<file path="src/rtl/mct_pkg.sv">
/*
  Constants for the multi-channel capture/compare timer: register byte
  offsets, field positions, mode codes and reset values.
  Assumes a 32-bit APB slave with word-aligned registers.
*/
package multichannel_counter_pkg;
  // Channel count and counter width
  localparam int NCH = 4;
  localparam int CW = 16;

  // Register byte offsets
  localparam logic [7:0] CTRL_OFF = 8'h00;
  localparam logic [7:0] COUNT_OFF = 8'h04;
  localparam logic [7:0] RELOAD_OFF = 8'h08;
  localparam logic [7:0] STATUS_OFF = 8'h0c;
  localparam logic [3:0] CHCTL_REGION = 4'h1;
  localparam logic [3:0] CMP_REGION = 4'h2;

  // Timer control fields
  localparam int CTL_EN_BIT = 0;
  localparam int CTL_MODE_LSB = 1;
  localparam int CTL_CIE_BIT = 3;

  // Channel control fields
  localparam int CH_EN_BIT = 0;
  localparam int CH_MODE_LSB = 1;
  localparam int CH_POL_BIT = 3;
  localparam int CH_IE_BIT = 4;
  localparam int CH_UPD_BIT = 5;

  // Status fields: channel flags in low bits
  localparam int ST_CNT_BIT = 4;

  // Counting modes
  localparam logic [1:0] MODE_MODULO = 2'b00;
  localparam logic [1:0] MODE_UPDOWN = 2'b10;

  // Channel modes
  localparam logic [1:0] CH_ONESHOT = 2'b00;
  localparam logic [1:0] CH_CONT = 2'b01;
  localparam logic [1:0] CH_PWM = 2'b10;
  localparam logic [1:0] CH_CAPT = 2'b11;

  // Reset values
  localparam logic [15:0] RELOAD_RST = 16'hffff;
  localparam logic [15:0] COUNT_RST = 16'h0000;
  localparam logic [15:0] CMP_RST = 16'h0000;
endpackage

</file>
<file path="src/rtl/multichannel_counter.sv">
/*
  Multi-channel timer: 16-bit modulo or up/down counter shared by four
  capture/compare/PWM channels, with APB registers, one combined
  interrupt and per-channel DMA requests.
  Assumes channel inputs and DMA acknowledges are synchronous to pclk.
*/
// Local design decisions: the placing of the registers and the APB slave port.
// Overview of operation
// (RULE1) Modulo: count to reload, wrap to zero
// (RULE2) Modulo above reload restarts from zero
// (RULE3) Up/down: up to reload, down to zero
// (RULE4) Count-cycle end raises counter interrupt
// (RULE5) Four channels share counter, four modes
// (RULE6) Compare writes wait for cycle end
// (RULE7) Immediate-update bit makes writes direct
// (RULE8) One-shot match flags, interrupts, disables channel
// (RULE9) One-shot output pulses one clock
// (RULE10) Continuous match flags, pulses, stays enabled
// (RULE11) Software sets polarity before enable
// (RULE12) PWM starts at polarity, inverts on match
// (RULE13) PWM modulo restores level at wrap
// (RULE14) PWM up/down restores on down match
// (RULE15) Capture copies count, flags, interrupts
// (RULE16) Polarity picks capture edge
// (RULE17) Channel interrupt needs its enable bit
// (RULE18) All sources share one interrupt
// (RULE19) Non-capture channel events raise DMA request; code requires the channel IE bit, and one-shot events raise none
// (RULE20) Software avoids DMA in one-shot
// (RULE21) Runs in halt, freezes with clock
// (RULE22) Enables gate logic, registers stay accessible
// (RULE23) Mode codes 00 modulo, 10 up/down
// (RULE24) Counting starts when counter enabled
// (RULE25) Event flags stay until software clears
`timescale 1ns/1ps
module multichannel_counter import multichannel_counter_pkg::*; (
  // Clock and reset
  input wire logic pclk,
  input wire logic presetn,
  // APB slave
  input wire logic psel,
  input wire logic penable,
  input wire logic pwrite,
  input wire logic [7:0] paddr,
  input wire logic [31:0] pwdata,
  output logic [31:0] prdata,
  output logic pready,
  output logic pslverr,
  // Channel pins
  input wire logic [NCH-1:0] ch_in,
  output logic [NCH-1:0] ch_out,
  // Interrupt and DMA
  output logic irq,
  output logic [NCH-1:0] dma_req,
  input wire logic [NCH-1:0] dma_ack
);

  typedef struct packed {
    logic tmr_en;
    logic [1:0] cmode;
    logic cnt_ie;
    logic [CW-1:0] cnt;
    logic cnt_down;
    logic [CW-1:0] reload;
    logic [NCH-1:0] ch_en;
    logic [NCH-1:0][1:0] ch_mode;
    logic [NCH-1:0] ch_pol;
    logic [NCH-1:0] ch_ie;
    logic [NCH-1:0] ch_upd;
    logic [NCH-1:0][CW-1:0] cmp;
    logic [NCH-1:0][CW-1:0] cmp_buf;
    logic [NCH-1:0] buf_pend;
    logic [NCH-1:0] ev_flag;
    logic cnt_flag;
    logic [NCH-1:0] in_prev;
    logic [NCH-1:0] out;
    logic [NCH-1:0] dma;
    logic irq;
    logic [31:0] prdata;
    logic pready;
    logic pslverr;
  } state_t;

  state_t s_r, s_nxt;
  logic tick, eoc, wr, setup, wr_cnt;
  logic [NCH-1:0] ev;
  logic [1:0] ci;

  // Decodes a mapped register address
  function automatic logic reg_hit(input logic [7:0] a);
    logic ok;
    ok = (a[1:0] == 2'b00) && ((a[7:4] == CHCTL_REGION) || (a[7:4] == CMP_REGION) ||
         (a == CTRL_OFF) || (a == COUNT_OFF) || (a == RELOAD_OFF) || (a == STATUS_OFF));
    return ok;
  endfunction

  ////////////////////////////////////////////////////////////////////////////
  // Next-state logic
  always_comb begin
    s_nxt = s_r;
    tick = s_r.tmr_en; // see (RULE24) (RULE22)
    eoc = 1'b0;
    ev = '0;
    ci = paddr[3:2];
    setup = psel & ~penable;
    wr = psel & penable & s_r.pready & pwrite & reg_hit(paddr);
    wr_cnt = wr && (paddr == COUNT_OFF);

    // Counter stepping
    if (tick) begin
      unique case (s_r.cmode) // see (RULE23)
        MODE_MODULO: begin
          s_nxt.cnt_down = 1'b0;
          if (s_r.cnt >= s_r.reload) begin // see (RULE1) (RULE2)
            s_nxt.cnt = COUNT_RST;
            eoc = (s_r.cnt == s_r.reload);
          end else begin
            s_nxt.cnt = s_r.cnt + 16'h0001;
          end
        end
        MODE_UPDOWN: begin
          if (!s_r.cnt_down) begin // see (RULE3)
            if (s_r.cnt >= s_r.reload) begin
              if (s_r.cnt != 16'h0000) begin
                s_nxt.cnt_down = 1'b1;
                s_nxt.cnt = s_r.cnt - 16'h0001;
              end
            end else begin
              s_nxt.cnt = s_r.cnt + 16'h0001;
            end
          end else if (s_r.cnt <= 16'h0001) begin
            s_nxt.cnt = COUNT_RST;
            s_nxt.cnt_down = 1'b0;
            eoc = (s_r.cnt == 16'h0001);
          end else begin
            s_nxt.cnt = s_r.cnt - 16'h0001;
          end
        end
        default: begin
          s_nxt.cnt = s_r.cnt; // Reserved codes hold the count
        end
      endcase
    end

    // Count-cycle end: flag and buffered compare load
    if (eoc) begin
      s_nxt.cnt_flag = 1'b1; // see (RULE4)
    end
    for (int i = 0; i < NCH; i++) begin
      if (eoc && s_r.buf_pend[i]) begin
        s_nxt.cmp[i] = s_r.cmp_buf[i]; // see (RULE6)
        s_nxt.buf_pend[i] = 1'b0;
      end
    end

    // Register writes, taken at the access edge
    if (wr) begin // see (RULE22)
      if (paddr == CTRL_OFF) begin
        s_nxt.tmr_en = pwdata[CTL_EN_BIT];
        s_nxt.cmode = pwdata[CTL_MODE_LSB +: 2];
        s_nxt.cnt_ie = pwdata[CTL_CIE_BIT];
      end else if (paddr == COUNT_OFF) begin
        s_nxt.cnt = pwdata[CW-1:0];
      end else if (paddr == RELOAD_OFF) begin
        s_nxt.reload = pwdata[CW-1:0];
      end else if (paddr == STATUS_OFF) begin
        s_nxt.ev_flag = s_nxt.ev_flag & ~pwdata[NCH-1:0]; // see (RULE25)
        s_nxt.cnt_flag = (s_r.cnt_flag & ~pwdata[ST_CNT_BIT]) | eoc; // Set wins
      end else if (paddr[7:4] == CHCTL_REGION) begin
        s_nxt.ch_en[ci] = pwdata[CH_EN_BIT];
        s_nxt.ch_mode[ci] = pwdata[CH_MODE_LSB +: 2];
        s_nxt.ch_pol[ci] = pwdata[CH_POL_BIT];
        s_nxt.ch_ie[ci] = pwdata[CH_IE_BIT];
        s_nxt.ch_upd[ci] = pwdata[CH_UPD_BIT];
      end else if (s_r.tmr_en && !s_r.ch_upd[ci]) begin
        s_nxt.cmp_buf[ci] = pwdata[CW-1:0]; // see (RULE6)
        s_nxt.buf_pend[ci] = 1'b1;
      end else begin
        s_nxt.cmp[ci] = pwdata[CW-1:0]; // see (RULE7)
        s_nxt.buf_pend[ci] = 1'b0;
      end
    end

    // Channel logic, gated by both enables
    for (int i = 0; i < NCH; i++) begin // see (RULE5)
      s_nxt.in_prev[i] = ch_in[i];
      if (tick && s_r.ch_en[i]) begin
        if (s_r.ch_mode[i] == CH_CAPT) begin
          // Polarity 1 selects rising, 0 falling
          if (ch_in[i] != s_r.in_prev[i] && ch_in[i] == s_r.ch_pol[i]) begin // see (RULE16)
            ev[i] = 1'b1;
            s_nxt.cmp[i] = s_r.cnt; // see (RULE15)
          end
        end else begin
          ev[i] = (s_r.cnt == s_r.cmp[i]);
        end
      end
      if (ev[i]) begin
        s_nxt.ev_flag[i] = 1'b1; // see (RULE8) (RULE10) (RULE12) (RULE15)
      end
      if (ev[i] && s_r.ch_mode[i] == CH_ONESHOT) begin
        s_nxt.ch_en[i] = 1'b0; // see (RULE8)
      end
      // Output level
      if (!s_r.ch_en[i]) begin
        s_nxt.out[i] = s_r.ch_pol[i];
      end else if (!tick) begin
        s_nxt.out[i] = (s_r.ch_mode[i] == CH_PWM) ? s_r.out[i] : s_r.ch_pol[i];
      end else begin
        unique case (s_r.ch_mode[i])
          CH_ONESHOT, CH_CONT: s_nxt.out[i] = s_r.ch_pol[i] ^ ev[i]; // see (RULE9) (RULE10)
          CH_PWM: begin
            if (s_r.cmode == MODE_MODULO && s_r.cnt >= s_r.reload) begin
              s_nxt.out[i] = s_r.ch_pol[i]; // see (RULE13)
            end else if (ev[i] && s_r.cnt_down) begin
              s_nxt.out[i] = s_r.ch_pol[i]; // see (RULE14)
            end else if (ev[i]) begin
              s_nxt.out[i] = ~s_r.ch_pol[i]; // see (RULE12)
            end
          end
          CH_CAPT: s_nxt.out[i] = s_r.ch_pol[i];
        endcase
      end
      // DMA request: set on non-capture event with the channel interrupt enable set, cleared by ack or disable
      if (ev[i] && s_r.ch_ie[i] && s_r.ch_mode[i] != CH_CAPT) begin
        s_nxt.dma[i] = 1'b1; // see (RULE19)
      end else if (dma_ack[i]) begin
        s_nxt.dma[i] = 1'b0;
      end
      if (!s_nxt.ch_en[i]) begin
        s_nxt.dma[i] = 1'b0; // see (RULE19) (RULE20)
      end
    end

    // Combined interrupt from sticky flags
    s_nxt.irq = (|(s_nxt.ev_flag & s_nxt.ch_ie)) | (s_nxt.cnt_flag & s_nxt.cnt_ie); // see (RULE17) (RULE18)

    // Read data and ready, prepared in the setup cycle
    s_nxt.pready = setup;
    s_nxt.pslverr = setup & ~reg_hit(paddr);
    if (setup) begin
      s_nxt.prdata = 32'h0000_0000;
      if (paddr == CTRL_OFF) begin
        s_nxt.prdata[CTL_EN_BIT] = s_r.tmr_en;
        s_nxt.prdata[CTL_MODE_LSB +: 2] = s_r.cmode;
        s_nxt.prdata[CTL_CIE_BIT] = s_r.cnt_ie;
      end else if (paddr == COUNT_OFF) begin
        s_nxt.prdata[CW-1:0] = s_r.cnt;
      end else if (paddr == RELOAD_OFF) begin
        s_nxt.prdata[CW-1:0] = s_r.reload;
      end else if (paddr == STATUS_OFF) begin
        s_nxt.prdata[NCH-1:0] = s_r.ev_flag;
        s_nxt.prdata[ST_CNT_BIT] = s_r.cnt_flag;
      end else if (paddr[1:0] == 2'b00 && paddr[7:4] == CHCTL_REGION) begin
        s_nxt.prdata[CH_EN_BIT] = s_r.ch_en[ci];
        s_nxt.prdata[CH_MODE_LSB +: 2] = s_r.ch_mode[ci];
        s_nxt.prdata[CH_POL_BIT] = s_r.ch_pol[ci];
        s_nxt.prdata[CH_IE_BIT] = s_r.ch_ie[ci];
        s_nxt.prdata[CH_UPD_BIT] = s_r.ch_upd[ci];
      end else if (paddr[1:0] == 2'b00 && paddr[7:4] == CMP_REGION) begin
        s_nxt.prdata[CW-1:0] = s_r.cmp[ci];
      end
    end
  end

  ////////////////////////////////////////////////////////////////////////////
  // State register; stop mode simply freezes it with the clock
  always_ff @(posedge pclk or negedge presetn) begin // see (RULE21)
    if (!presetn) begin
      s_r <= '0;
      s_r.reload <= RELOAD_RST;
      s_r.cnt <= COUNT_RST;
      s_r.cmp <= {NCH{CMP_RST}};
    end else begin
      s_r <= s_nxt;
    end
  end

  // Outputs straight from flops
  assign prdata = s_r.prdata;
  assign pready = s_r.pready;
  assign pslverr = s_r.pslverr;
  assign ch_out = s_r.out;
  assign irq = s_r.irq;
  assign dma_req = s_r.dma;
endmodule

</file>
<file path="config.mk">
export PLATFORM = sky130hd
export DESIGN_NAME = multichannel_counter
export DESIGN_NICKNAME = d
export VERILOG_FILES = /design/src/rtl/mct_pkg.sv /design/src/rtl/multichannel_counter.sv
export SDC_FILE = /design/constraint.sdc
export NUM_CORES = 1
export LEC_CHECK = 0
export ABC_AREA = 1
export CAP_MARGIN = 20
export CORE_ASPECT_RATIO = 1.4
export CORE_UTILIZATION = 29
export CTS_CLUSTER_DIAMETER = 100
export DETAILED_ROUTE_END_ITERATION = 16
export DONT_BUFFER_PORTS = 1
export GPL_TIMING_DRIVEN = 0
export PLACE_DENSITY = 0.42
export SETUP_SLACK_MARGIN = 0.4
export SYNTH_ARGS = -nofsm -noshare
export SYNTH_HDL_FRONTEND = slang
export SYNTH_SLANG_ARGS = --single-unit
</file>
<file path="constraint.sdc">
create_clock -name pclk -period 2.6 [get_ports pclk]
set_clock_uncertainty 0.1 [all_clocks]
set_input_delay 0.26 -clock pclk [delete_from_list [all_inputs] [get_ports pclk]]
set_output_delay 0.26 -clock pclk [all_outputs]
set_load 0.005 [all_outputs]
</file>
---- After elaboration in Yosys (flattened, before gate mapping) ----
Index checks and enable logic that the tools add are counted.
W data, S select, Z words.
storage, ports and cells
  register bits after elaboration ......... 229
  input bits .............................. 53
  logic and storage cells ................. 332
cells by class
  add/subtract/negate cells ............... 2
  magnitude comparators ................... 4
  equality and inequality tests ........... 48
  mux-type cells .......................... 145
  bitwise logic cells ..................... 32
  reduce and logical (&&, ||, !) cells .... 63
operators by type and width
  kind                     count
  $mux W161                4
  $mux W16                 26
  $mux W156                1
  $mux W132                1
  $bwmux W64               2
  $mux W64                 2
  $eq A16 B16 Y1           5
  $mux W1                  73
  $mux W17                 4
  $logic_and A1 B1 Y1      34
  $bmux W16 S2             1
  $demux W16 S2            1
  $pmux W16 S2             1
  $mux W24                 1
  $eq A2 B2 Y1 const B     9
  $add A16 B1 Y16 const B  1
  $bwmux W4                4
  $eq A16 B1 Y1 const B    1
  $eq A8 B4 Y1 const B     2
  $ge A16 B16 Y1           1
  $le A16 B1 Y1 const B    1
  $reduce_bool A16 Y1      1
  $sub A16 B1 Y16 const B  1
  $ne A5 B4 Y1 const B     3
  other kinds (44)         114

---- Depth between registers and ports, before layout ----
  depth in word-level cells ............... 19
  gate-level depth with buffers ........... 17
  gate-level depth less buffers ........... 17

---- Worst setup path before layout ----
OpenSTA, ideal clock, no wires.
  path kind ............................... register to register
  start point ............................. register s_r[223] (netlist name)
  end point ............................... register s_r[125] (netlist name)
  library setup time ...................... 0.118 ns
  data arrival time ....................... 2.263 ns
  data required time ...................... 2.382 ns
  setup slack ............................. 0.119 ns
  stages on the path, launching flop included .. 14
  path through ............................ dfstp_2 inv_1 ha_1 nand2_1 nor2_1 and2_1 nand3_1 o21ai_0 nand3_1 clkbuf_1 nand2_1 nand3_1 nand3_1 nand2_1
RTL lines
  what                    line                         text
  from (decl)             multichannel_counter.sv:83   state_t s_r, s_nxt;
  from (signal assigned)  multichannel_counter.sv:274  s_r <= s_nxt;

==> results.txt <==
The via count of the first global-routing pass came to 14,800. The count of H-tree levels built during CTS is 1. The total clock buffers created by CTS is 27. The placed instance area is 0.01534 mm². The first global-routing pass estimated 101,400 µm of wire. The number of cells on the worst reg-to-reg path came out at 14.

The most used flip-flop cell after synthesis is sky130_fd_sc_hd__dfrtp_1. The combinational family with the most area after synthesis is simple AND/OR/NAND/NOR gates. The post-detailed-routing wire length came out at 70,060 µm. The height of the die is 265.3 µm. The average footprint of a synthesized cell came out at 6.966 µm².

The portion of total power attributed to the clock network came out at 48.8%. The highest attainable clock frequency is 386.2 MHz. After global routing the overflow that remains totals 0.

Walking the worst path, the cells encountered are inv_2 > ha_4 > nand2_4 > nor2_4 > and2_4 > nand4_1 > o21ai_2 > nand2_4 > nor2_4 > buf_6 > nand2_1 > nand3_1 > nand3_1 > nand2_1. The data required time of the critical path is 3.01 ns. Once the floorplan was initialized, standard cells occupied 29.37% of the core. The peak fanout along the critical path is 8. After clock tree synthesis, the clock-pin slew on the worst setup and hold paths is 0.06 ns.

Yosys mapped a number of flops with a built-in enable equal to 0. The area of all placed cells without fillers is 0.01842 mm². The cell internal power dissipation came out at 0.006135 W. The clock latency on the worst-skew pair came out at 0.58 ns. The worst setup path is captured at a flop. The final layout contains 2,279 nets.

The number of setup violations in the final report came out at 0. The synthesized-area fraction occupied by ao, oa, aoi and oai cells came out at 11.76%. The area growth from synthesis to layout came out at 28.29%.

In the final routed layout, each cell accounts on average for 24.48 µm. The share of cell area taken by muxes after synthesis is 0%. After floorplanning, the core was divided into 96 placement rows. The gate count after technology mapping came out at 2,061. The critical path arrival is 3.00 ns.

The share of synthesized cell area in and, or, nand and nor gates came out at 34.74%. The share of total power consumed by net switching came out at 24.97%. For this design, the slowest cell found on the critical path is sky130_fd_sc_hd__dfstp_2. The fraction of synthesized cell area in xor and xnor cells came out at 1.891%. The worst voltage drop across the vdd grid came out at 418.2 µV.

The async set-or-reset flop fraction in the synthesized netlist is 100.0%. The horizontal die dimension came out at 190.1 µm. The overall via count from detail_route came out at 15,140. The area of the die came out at 0.05041 mm². The combinational group share of total power came out at 6.5%.

Cells with a size suffix above 1 make up 21.76% of the layout. After layout, the design draws a total of 0.008176 W. Measured against its own limit, the worst slew margin works out to 30.34%. The via count normalized by instance count came out at 5.290. The cell chosen for the clock root is sky130_fd_sc_hd__clkbuf_16.

The slew at the pin with the worst max-slew slack is 1.045 ns. The final routed DRC violation total came out at 0. The fraction of the yosys area taken by sequential cells is 40.05%. The library cells used most frequently in the layout, excluding fill and tap cells, are sky130_fd_sc_hd__nand2_1, sky130_fd_sc_hd__dfrtp_1, sky130_fd_sc_hd__nand3_1, sky130_fd_sc_hd__inv_1, sky130_fd_sc_hd__o21ai_0.

The length of the first detailed-routing pass in iterations came out at 5. The static leakage came out at 8.459 nW. The number of antenna violations at the first check in global routing is 2. The largest net degree at the start of global routing came out at 230. In this run the remaining antenna-violating nets after routing total 0. The placer's final routability congestion estimate is 0.9314. The number of hold-repair buffers added at the cts stage came out at 24. The worst setup path is launched from a flop. The tightest hold margin came out at -0.7138 ns. The count of maximum capacitance violations came out at 0. The fill cell instance count of the final layout came out at 5,253.

The count of pins over their slew limit is 0. The checks that failed: negative hold slack. The critical path start-end classification is reg2reg. The worst hold-check path type is in2async. Setup repair after global routing could not meet its margin everywhere. Pin placement for this block handled 96 I/O pins. Yosys printed 0 warnings. After synthesis the cells add up to 0.01436 mm². The library cell used most frequently in the layout, excluding fill and tap cells, is sky130_fd_sc_hd__nand2_1. The adder-cell share of the synthesized area is 1.743%.

The number of distinct library cells after synthesis is 51. The reported net switching power came out at 0.002042 W. The number of hold violations in the final report is 229. The final critical path time including I/O delays and setup came out at 2.590 ns.

The CTS tree is built. In this run, the number of DRC markers left after iteration 0 of detailed routing was 1,282. The number of buffer cells added on primary ports is 0. The final standard cell utilization of the core is 37.68%. Counting along the longest clock path gives a buffer depth of 3. After layout, the worst path uses 99.60% of the clock period. The area of the core came out at 0.04889 mm².

The relative contribution of sequential cells to total power is 44.7%. In this run, synthesis produced a sequential element count of 229. The total global-route track usage came out at 27.58%. The run finished, with violations left. Counting every sink on the clock net gives 229. The power per unit of standard cell area is 443.9 mW/mm². The delay contributed by the slowest stage of the critical path is 0.55 ns. The half-perimeter wire length after placement came out at 50,940 µm.
-- critical path, delay by kind of cell (launching register included) --
family                     cells  cell delay (ns)
DFF                            1             0.55
adders and majority gates      1             0.27
buffers and inverters          2             0.21
and+or+nand+nor               10             1.17
AOI/OAI and AO/OA              1             0.21
-- area by class of cell --
type                    count  area, µm²  area share (%)
well taps                 637      797.0           4.327
repair buffers            100      997.2           5.414
flip-flops and latches    229       5762           31.28
multi-input cells        1530       8330           45.23
plain buffers             148      944.7           5.129
clock buffers              41      818.3           4.443
clock inverters             6      85.08          0.4619
inverters                 170      681.9           3.702
diodes                      1      2.502         0.01359
-- worst paths after layout --
check,endpoint,slack [ns],start
worst max-delay path,s_r[126]$_DFF_PN0_,0.01,s_r[221]$_DFFE_PN1P_
worst min-delay path,prdata[12]$_DFFE_PN0P_,-0.71,presetn
worst max register to register,s_r[126]$_DFF_PN0_,0.01,s_r[221]$_DFFE_PN1P_
worst min register to register,flop,0.39,flop
max in group asynchronous,ch_out[3]$_DFFE_PN0P_,2.45,presetn
min in group pclk,s_r[138]$_DFF_PN0_,0.04,pwdata[2]
-- stage by stage --
step / hold slack, ns / TNS (ns) / setup slack (ns) / std cells
after global routing: -0.7226 / -4.330 / -0.1089 / 2862
final: -0.7138 / 0 / 0.01040 / 2862
after floorplan: -0.1356 / 0 / 0.3580 / 2076
after global placement: -0.1268 / -44.42 / -0.5654 / 2713
after CTS: -0.7322 / -0.04517 / -0.01323 / 2841
after detailed placement: -0.1283 / -40.69 / -0.5611 / 2713
-- synthesized netlist by cell type, drive strengths merged, types with 2 or more instances --
library cell  number  share of area, %
a211oi             2              0.14
a21oi             64               2.2
a221oi             2              0.12
a22oi             24               1.3
a31oi             10              0.44
a32oi              3              0.18
a41oi              2              0.12
buf               86               3.7
clkbuf            62               1.6
clkinv             8              0.21
dfrtp            213                37
dfstp             16               2.9
ha                20               1.7
inv              162               4.2
nand2            709                19
nand3            208               7.5
nand3b             3              0.16
nand4             76               3.4
nor2             135               3.8
nor3              22              0.92
nor3b              5              0.26
o2111ai           10              0.61
o21ai            168               5.9
o221ai             2              0.12
o22ai              7              0.30
or2                3              0.13
xnor2              4              0.24
xor2              27               1.6
-- per-layer routing --
metal	vias to the layer above	wire, µm	global-route usage [%]	share of wire, %
met2	531	34580	47.82	49
li1	7031	-	-	-
met1	7407	28140	33.25	40
met4	2	4023	14.60	5.7
met5	-	14	0	0.020
met3	170	3300	3.035	4.7
-- cell families (layout without fill, tap and decap cells) --
kind of cell | after synthesis | count (layout)
AO/OA/AOI/OAI | 300 | 300
XOR/XNOR | 31 | 31
adder cells (fa/ha/maj) | 20 | 20
buffers and inverters | 318 | 465
flip-flops | 229 | 229
other | 1 | 17
AND/OR/NAND/NOR | 1162 | 1163
-- timing repair --
action,in CTS,in global routing
pin swaps,32,54
cloned,7,1
resized for setup,188,172
setup buffers,50,19
hold endpoints to repair,266,229
endpoints found under the setup margin,171,191
-- power by group through the flow --
stage	logic [W]	registers [W]	clock network, W
final	0.000529	0.00366	0.00399
after global routing	0.000567	0.00366	0.00417
after CTS	0.000514	0.00366	0.00406
after detailed placement	0.000459	0.00372	0
after global placement	0.000457	0.00372	0
after floorplan	0.000284	0.00370	0
(Power assumes the default switching activity.)
